File: src/common/pg_mask_pkg.sv
`default_nettype none

package pg_mask_pkg;

	// Register offsets on the serial control register port
	localparam logic [7:0] OFS_OUT4_PG_MASK_RAILS_A = 8'ha6;
	localparam logic [7:0] OFS_OUT4_PG_MASK_RAILS_B = 8'ha7;
	localparam logic [7:0] OFS_OUT2_PG_MASK_RAILS_A = 8'ha8;

	// Field positions, first-type register (rails)
	localparam int POS_MASK_AUX_LDO_TWO = 7;
	localparam int POS_MASK_SWITCH_A_ONE = 6;
	localparam int POS_MASK_STEP_DOWN_SIX = 5;
	localparam int POS_MASK_STEP_DOWN_ONE = 0;

	// Field positions, second-type register
	localparam int POS_MASK_ENABLE_INPUT_FIVE = 7;
	localparam int POS_MASK_ENABLE_INPUT_FOUR = 6;
	localparam int POS_MASK_ENABLE_INPUT_TWO = 5;
	localparam int POS_MASK_ENABLE_INPUT_ONE = 4;
	localparam int POS_MASK_TERMINATION_LDO = 3;
	localparam int POS_MASK_SHARED_SWITCH_OR_LDO = 2;
	localparam int POS_MASK_SWITCH_B_ONE = 1;
	localparam int POS_MASK_AUX_LDO_THREE = 0;

	// Factory variants; the variant picks only the mask reset values
	typedef enum logic [1:0] {
		VARIANT_A = 2'h0,
		VARIANT_B = 2'h1,
		VARIANT_C = 2'h2,
		VARIANT_D = 2'h3
	} variant_t;

	// Per-variant reset values, register A6
	localparam logic [7:0] RST_OUT4_A_VAR_A = 8'hf7;
	localparam logic [7:0] RST_OUT4_A_VAR_B = 8'hbf;
	localparam logic [7:0] RST_OUT4_A_VAR_C = 8'hf7;
	localparam logic [7:0] RST_OUT4_A_VAR_D = 8'hff;
	// Per-variant reset values, register A7
	localparam logic [7:0] RST_OUT4_B_VAR_A = 8'hbf;
	localparam logic [7:0] RST_OUT4_B_VAR_B = 8'hff;
	localparam logic [7:0] RST_OUT4_B_VAR_C = 8'h7f;
	localparam logic [7:0] RST_OUT4_B_VAR_D = 8'hff;
	// Per-variant reset values, register A8
	localparam logic [7:0] RST_OUT2_A_VAR_A = 8'hdf;
	localparam logic [7:0] RST_OUT2_A_VAR_B = 8'heb;
	localparam logic [7:0] RST_OUT2_A_VAR_C = 8'hdf;
	localparam logic [7:0] RST_OUT2_A_VAR_D = 8'hc0;

	// Value read back from an unmapped offset
	localparam logic [7:0] RD_UNMAPPED = 8'h00;

	// Synchroniser depth for pin-side status inputs
	localparam int SYNC_STAGES = 2;

	// One register access from the serial control interface
	typedef struct packed {
		logic wr;         // Write strobe
		logic rd;         // Read strobe
		logic [7:0] addr; // Register offset
		logic [7:0] data; // Write data
	} reg_req_t;

	// The three mask registers of this bank
	typedef struct packed {
		logic [7:0] out4_a; // Pin-four rails mask
		logic [7:0] out4_b; // Pin-four enables and LDO mask
		logic [7:0] out2_a; // Pin-two rails mask
	} mask_bank_t;

	// Reset value of the bank for a variant
	function automatic mask_bank_t reset_bank(input variant_t v);
		mask_bank_t r;
		r = '0;
		unique case (v)
			VARIANT_A: r = '{RST_OUT4_A_VAR_A, RST_OUT4_B_VAR_A, RST_OUT2_A_VAR_A};
			VARIANT_B: r = '{RST_OUT4_A_VAR_B, RST_OUT4_B_VAR_B, RST_OUT2_A_VAR_B};
			VARIANT_C: r = '{RST_OUT4_A_VAR_C, RST_OUT4_B_VAR_C, RST_OUT2_A_VAR_C};
			VARIANT_D: r = '{RST_OUT4_A_VAR_D, RST_OUT4_B_VAR_D, RST_OUT2_A_VAR_D};
		endcase
		return r;
	endfunction

endpackage

`default_nettype wire

File: src/design/pg_mask_bank.sv
`default_nettype none

// Power-good mask register bank driving output pins four and two
module pg_mask_bank
	import pg_mask_pkg::*;
#(
	parameter variant_t VARIANT = VARIANT_A
) (
	input wire logic CLK_I,                  // Register clock, 50 MHz
	input wire logic RESET_N_I,              // Async reset, active low
	input wire logic CE_I,                   // Clock enable, low freezes all state
	input wire logic REG_WR_I,               // Register write strobe
	input wire logic REG_RD_I,               // Register read strobe
	input wire logic [7:0] REG_ADDR_I,       // Register offset
	input wire logic [7:0] REG_WDATA_I,      // Register write data
	output logic [7:0] REG_RDATA_O,          // Register read data
	input wire logic [5:0] STEP_DOWN_PG_I,   // Step-down rails six..one, bit 5 is six
	input wire logic AUX_LDO_TWO_PG_I,       // Aux LDO two good
	input wire logic SWITCH_A_ONE_PG_I,      // Load switch A one good
	input wire logic [3:0] ENABLE_IN_I,      // Enable inputs five, four, two, one
	input wire logic TERMINATION_LDO_PG_I,   // Memory-termination LDO good
	input wire logic SHARED_SRC_PG_I,        // Switch B two or aux LDO one good
	input wire logic SWITCH_B_ONE_PG_I,      // Load switch B one good
	input wire logic AUX_LDO_THREE_PG_I,     // Aux LDO three good
	output logic PG_OUTPUT_FOUR_O,           // Pin-four power good
	output logic PG_OUTPUT_TWO_O             // Pin-two power good, rails part
);

	localparam int NSRC = 16;                      // Status bits into the trees
	localparam mask_bank_t BANK_RST = reset_bank(VARIANT); // Variant defaults

	// Raw pin-side status in the same order as the two mask registers
	logic [NSRC-1:0] status_raw;  // Unsynchronised status
	logic [NSRC-1:0] sync_first;  // First synchroniser stage
	logic [NSRC-1:0] sync_second; // Second stage, safe to read
	mask_bank_t bank;             // Mask registers
	mask_bank_t next_bank;        // Next mask registers
	reg_req_t req;                // Current register access
	logic [7:0] rdata;            // Read data register
	logic [7:0] next_rdata;       // Next read data
	logic good_four;              // Pin-four tree result
	logic good_two;               // Pin-two tree result
	logic pg_four;                // Pin-four output register
	logic pg_two;                 // Pin-two output register
	logic next_pg_four;           // Next pin-four output
	logic next_pg_two;            // Next pin-two output

	// Bits 15..8 pair with the first register, 7..0 with the second
	// Aux LDO two source
	assign status_raw[8 + POS_MASK_AUX_LDO_TWO] = AUX_LDO_TWO_PG_I;
	assign status_raw[8 + POS_MASK_SWITCH_A_ONE] = SWITCH_A_ONE_PG_I;
	assign status_raw[8 + POS_MASK_STEP_DOWN_SIX:8 + POS_MASK_STEP_DOWN_ONE] = STEP_DOWN_PG_I;
	assign status_raw[POS_MASK_ENABLE_INPUT_FIVE:POS_MASK_ENABLE_INPUT_ONE] = ENABLE_IN_I;
	assign status_raw[POS_MASK_TERMINATION_LDO] = TERMINATION_LDO_PG_I;
	assign status_raw[POS_MASK_SHARED_SWITCH_OR_LDO] = SHARED_SRC_PG_I;
	assign status_raw[POS_MASK_SWITCH_B_ONE] = SWITCH_B_ONE_PG_I;
	assign status_raw[POS_MASK_AUX_LDO_THREE] = AUX_LDO_THREE_PG_I;

	// Bundle the register port into one access
	assign req = '{REG_WR_I, REG_RD_I, REG_ADDR_I, REG_WDATA_I};

	// Two-flop synchroniser per status bit; reset reads as not good
	genvar gi;
	generate
		for (gi = 0; gi < NSRC; gi++) begin : g_sync
			always_ff @(posedge CLK_I or negedge RESET_N_I) begin
				if (!RESET_N_I) begin
					sync_first[gi] <= 1'b0;
					sync_second[gi] <= 1'b0;
				end else if (CE_I) begin
					// Second stage reads only the first stage
					sync_first[gi] <= status_raw[gi];
					sync_second[gi] <= sync_first[gi];
				end
			end
		end
	endgenerate

	// Register writes and reads, next-value side
	always_comb begin
		next_bank = bank;
		next_rdata = rdata;
		if (req.wr) begin
			unique case (req.addr)
				OFS_OUT4_PG_MASK_RAILS_A: begin
					next_bank.out4_a = req.data;
				end
				OFS_OUT4_PG_MASK_RAILS_B: begin
					next_bank.out4_b = req.data;
				end
				OFS_OUT2_PG_MASK_RAILS_A: begin
					next_bank.out2_a = req.data;
				end
				default: begin
					// Unmapped write is dropped
					next_bank = bank;
				end
			endcase
		end
		if (req.rd) begin
			unique case (req.addr)
				OFS_OUT4_PG_MASK_RAILS_A: begin
					next_rdata = bank.out4_a;
				end
				OFS_OUT4_PG_MASK_RAILS_B: begin
					next_rdata = bank.out4_b;
				end
				OFS_OUT2_PG_MASK_RAILS_A: begin
					next_rdata = bank.out2_a;
				end
				default: begin
					// Unmapped read returns zero
					next_rdata = RD_UNMAPPED;
				end
			endcase
		end
	end

	// Register storage; reset loads the variant defaults
	always_ff @(posedge CLK_I or negedge RESET_N_I) begin
		if (!RESET_N_I) begin
			bank <= BANK_RST;
			rdata <= RD_UNMAPPED;
		end else if (CE_I) begin
			bank <= next_bank;
			rdata <= next_rdata;
		end
	end

	// Pin-four tree over both of its mask registers
	// Pin-four combine
	pg_tree_gate #(
		.WIDTH(NSRC)
	) u_tree_four (
		.status_i(sync_second),
		.mask_i({bank.out4_a, bank.out4_b}),
		.good_o(good_four)
	);

	// Pin-two tree over its first register's sources
	// Eight bits, same layout as the pin-four rails register only
	pg_tree_gate #(
		.WIDTH(8)
	) u_tree_two (
		.status_i(sync_second[NSRC-1:8]),
		.mask_i(bank.out2_a),
		.good_o(good_two)
	);

	// Output next values straight from the trees
	always_comb begin
		next_pg_four = good_four;
		next_pg_two = good_two;
	end

	// Output registers; one edge after a mask write lands
	always_ff @(posedge CLK_I or negedge RESET_N_I) begin
		if (!RESET_N_I) begin
			pg_four <= 1'b0;
			pg_two <= 1'b0;
		end else if (CE_I) begin
			pg_four <= next_pg_four;
			pg_two <= next_pg_two;
		end
	end

	// Outputs come straight from flip-flops
	assign REG_RDATA_O = rdata;
	assign PG_OUTPUT_FOUR_O = pg_four;
	assign PG_OUTPUT_TWO_O = pg_two;

endmodule // pg_mask_bank

`default_nettype wire

File: src/design/pg_tree_gate.sv
`default_nettype none

// Combines status bits with their masks into one good level
module pg_tree_gate #(
	parameter int WIDTH = 16
) (
	input wire logic [WIDTH-1:0] status_i, // Source good levels, high is good
	input wire logic [WIDTH-1:0] mask_i,   // One ignores the source
	output logic good_o                    // High when every unmasked source good
);

	// Masked sources count as good; all masked gives good
	// AND of unmasked
	assign good_o = &(status_i | mask_i);

endmodule // pg_tree_gate

`default_nettype wire

File: config.mk
export PLATFORM = sky130hd
export DESIGN_NAME = pg_mask_bank
export DESIGN_NICKNAME = d
export VERILOG_FILES = /design/src/common/pg_mask_pkg.sv /design/src/design/pg_mask_bank.sv /design/src/design/pg_tree_gate.sv
export SDC_FILE = /design/constraint.sdc
export NUM_CORES = 1
export LEC_CHECK = 0
export ABC_CLOCK_PERIOD_IN_PS = 1300
export BUFFER_PORTS_ARGS = -buffer_cell sky130_fd_sc_hd__buf_2
export CORE_UTILIZATION = 55
export CTS_CLUSTER_DIAMETER = 50
export DETAILED_ROUTE_END_ITERATION = 10
export PLACE_DENSITY = 0.78
export SYNTH_ARGS = -nofsm -noshare
export SYNTH_HDL_FRONTEND = slang
export SYNTH_HIERARCHICAL = 1
export SYNTH_SLANG_ARGS = --single-unit
File: constraint.sdc
create_clock -name CLK_I -period 1.3 [get_ports CLK_I]
set_clock_uncertainty 0.1 [all_clocks]
set_input_delay 0.13 -clock CLK_I [delete_from_list [all_inputs] [get_ports CLK_I]]
set_output_delay 0.13 -clock CLK_I [all_outputs]
set_load 0.01 [all_outputs]
==> summary.txt <==
Critical path
  – Worst path slowest cell: dfrtp_1
  – R2R Path Start: sync_second[0]$_DFFE_PN0P_
  – Reg2reg end: PG_OUTPUT_FOUR_O$_DFFE_PN0P_
  – Setup Crit Path Kind: reg -> reg
  – Critical Path RT: 1.43 ns
  – Crit path max-delay family: flip-flops
  – CP max stage delay: 0.39 ns
  – Crit start category: flop
  – Worst reg-to-reg path cell count: 4
  – CP arrival: 1.49 ns
  – CP Capture Type: flop
  – Worst R2R Setup Slack: -0.05 ns
  – Worst path cell trace: o22ai_1, nor2_1, and4_1, mux2_4
  – Crit Path Max Fanout: 2
  – Buffers & Inverters on Critical Path: 0

STA
  – Max Slew Vio Count: 0
  – Fin Setup TNS: -0.100 ns
  – Setup ws final: -0.0541 ns
  – Period utilization: 104%
  – Peak Freq: 739 MHz
  – Post-route minimum period: 1.35 ns
  – RSZ-0062 raised after global routing: yes
  – Endpoints failing setup: 3
  – Hold Worst Slack: 0.198 ns
  – Worst relative slew slack: 77.0%
  – Worst-Margin Slew: 0.345 ns
  – Final hold vios: 0

Min path
  – Hold Path Class: in -> reg
  – Hold Startpoint: CE_I
  – Worst hold stages: 4
  – Hold Path Sink: REG_RDATA_O[6]$_DFFE_PN0P_

Route
  – Vias: 1967
  – DRT Pass-1 Iters: 6
  – DRC Markers: 0
  – Initial DRC Count: 112
  – Avg WL per Cell: 17.3 um
  – DR vias/cell: 5.51
  – Final WL: 6.17 mm
  – Routed Antenna Nets: 0

Run status
  – Status: complete, but fails checks
  – Failing checks: negative setup slack

Global route
  – Largest net degree at the start of global routing: 67
  – Number of global-route vias before repair: 2007
  – Grt ovf: 0
  – Initial antenna violation count: 0
  – Global router's overall resource usage: 25.5%
  – First-pass GRT wire length: 9.89 mm

Clock tree
  – CTS Sinks: 66
  – H-tree Lvls: 3
  – Reg clk slew, reported paths: 0.07 ns
  – CTS max path bufs: 2
  – Clock root buffer: clkbuf_8
  – CTS tree: yes
  – Total CTS buffers: 9
  – Clock Latency Late Sink: 0.34 ns

Cells and area
  – Final net count: 322
  – Most frequent cells in the layout: 49 x mux2_2, 45 x dfrtp_1, 44 x buf_2, 26 x dlygate4sd3_1, 21 x dfstp_2
  – Final core occ: 79.1%
  – Share of layout cells above drive strength 1: 60.0%
  – N_diodes: 0
  – Area grow syn2layout: 35.3%
  – Most common cell after layout, fill and taps aside: mux2_2

Floorplanning
  – DIE HEIGHT: 73.6 um
  – Chip Width: 73.6 um
  – Floorplan row count: 25
  – Die footprint: 5410 um2
  – Initial Util: 58.5%
  – IO Count: 47
  – Core Area: 4820 um2

Placed design
  – Port bufs: 46
  – Hpwl dp: 3.83 mm
  – RD Place Congestion: 0.848

Logic synthesis
  – Post-Syn Area: 2820 um2
  – Sequential fraction of the synthesis area: 59.6%
  – Post-Syn Instances: 189
  – #FFs+latches synth: 66
  – Syn nets: 226
  – YS warnings: 6
  – Synth unique cells: 27
  – Syn avg cell area: 14.9 um2

Pwr
  – Leakage: 1.74 nW
  – P per Cell Area: 1150 nW/um2
  – VDD IR max: 0.852 mV

Run
  – Maximum Capacitance Violations: 0
-- cells by family after synthesis --
| group | Yosys count | synth area share [%] |
|---|---|---|
| AOI/OAI and AO/OA | 29 | 7.64 |
| buffers and inverters | 9 | 1.51 |
| DFF | 66 | 59.6 |
| muxes | 66 | 26.1 |
| and+or+nand+nor | 19 | 5.20 |
-- per-layer routing --
layer / global-route usage (%) / part of all wire [%] / up-vias
met5: 0 / 0 / -
met4: 10.9 / 1.5 / 0
met3: 5.76 / 4.2 / 9
met2: 39.9 / 48 / 56
met1: 34.3 / 46 / 998
li1: - / - / 904
-- worst max-delay path by stage --
stage	startpoint	to	cells after the start	slack, ns
2_1_floorplan	REG_ADDR_I[6]	bank[16]$_DFFE_PN1P_	4	-0.22
3_3_place_gp	REG_ADDR_I[1]	bank[5]$_DFFE_PN0P_	5	-0.42
3_5_place_dp	REG_ADDR_I[1]	bank[5]$_DFFE_PN0P_	5	-0.45
4_1_cts	bank[3]$_DFFE_PN1P_	PG_OUTPUT_TWO_O$_DFFE_PN0P_	3	-0.004
5_1_grt	bank[3]$_DFFE_PN1P_	PG_OUTPUT_TWO_O$_DFFE_PN0P_	3	-0.06
6_report	sync_second[0]$_DFFE_PN0P_	PG_OUTPUT_FOUR_O$_DFFE_PN0P_	4	-0.05
-- state kept, by name, indices dropped and copies added (netlist names) --
| name | cells |
|---|---|
| sync_second | 16 |
| sync_first | 16 |
| REG_RDATA_O | 8 |
| PG_OUTPUT_TWO_O | 1 |
| bank | 24 |
| PG_OUTPUT_FOUR_O | 1 |
-- report_power, final --
part	total (mW)	switching, mW	internal, mW
clock network	1.55	0.754	0.796
logic	0.511	0.197	0.314
registers	2.33	0.110	2.22
-- synth_stat cells --
| cell type | instances | area share [%] |
|---|---|---|
| dfrtp_1 | 45 | 40 |
| a21oi_1 | 1 | 0.18 |
| and4bb_2 | 1 | 0.44 |
| nor2_1 | 5 | 0.67 |
| and4_1 | 1 | 0.31 |
| a22o_1 | 7 | 2.2 |
| o21ai_0 | 1 | 0.18 |
| buf_4 | 2 | 0.53 |
| o2bb2ai_1 | 7 | 2.2 |
| and3b_1 | 1 | 0.31 |
| clkbuf_1 | 4 | 0.53 |
| and4b_2 | 1 | 0.40 |
| nor3b_4 | 1 | 0.67 |
| nand3_2 | 1 | 0.36 |
| o22ai_1 | 12 | 2.7 |
| and2_2 | 1 | 0.27 |
| nor4_2 | 1 | 0.44 |
| mux2_2 | 59 | 24 |
| buf_2 | 1 | 0.18 |
| inv_1 | 2 | 0.27 |
| nand2_1 | 3 | 0.40 |
| nand3_1 | 1 | 0.18 |
| a22oi_1 | 1 | 0.27 |
| or4b_1 | 1 | 0.36 |
| dfstp_2 | 21 | 20 |
| mux2i_1 | 7 | 2.5 |
| and3_4 | 1 | 0.40 |
-- metrics by stage --
step | total power [mW] | instances | setup WS (ns) | area, um2
5_1_grt | 4.55 | 357 | -0.0613 | 3810
2_1_floorplan | 2.55 | 189 | -0.224 | 2840
4_1_cts | 4.36 | 355 | -0.00375 | 3740
3_3_place_gp | 2.74 | 312 | -0.416 | 3280
6_report | 4.39 | 357 | -0.0541 | 3810
3_5_place_dp | 2.76 | 312 | -0.449 | 3280
-- worst register-to-register path, delay by kind of cell, from the launching register on --
kind | cells | cell delay [ns]
flops | 1 | 0.39
simple gates | 2 | 0.29
compound gates | 1 | 0.21
mux | 1 | 0.25
-- final cells by class --
| cell class | count | area [um2] |
|---|---|---|
| sequential | 66 | 1680 |
| clock inverter | 2 | 12.5 |
| tap | 67 | 83.8 |
| fill | 314 | 1010 |
| clock buffer | 14 | 163 |
| timing repair buffer | 92 | 691 |
| multi-input combinational | 114 | 1180 |
| inverter | 2 | 7.51 |
-- repair_timing --
action                     4_1_cts  5_1_grt
hold endpoints to repair       107        0
gates resized for setup          4       10
setup endpoints to repair        7        8
hold buffers                    26        0
pin swaps                        5        3
cloned                           0        0
setup buffers                    1        2
(Power assumes the default switching activity.)
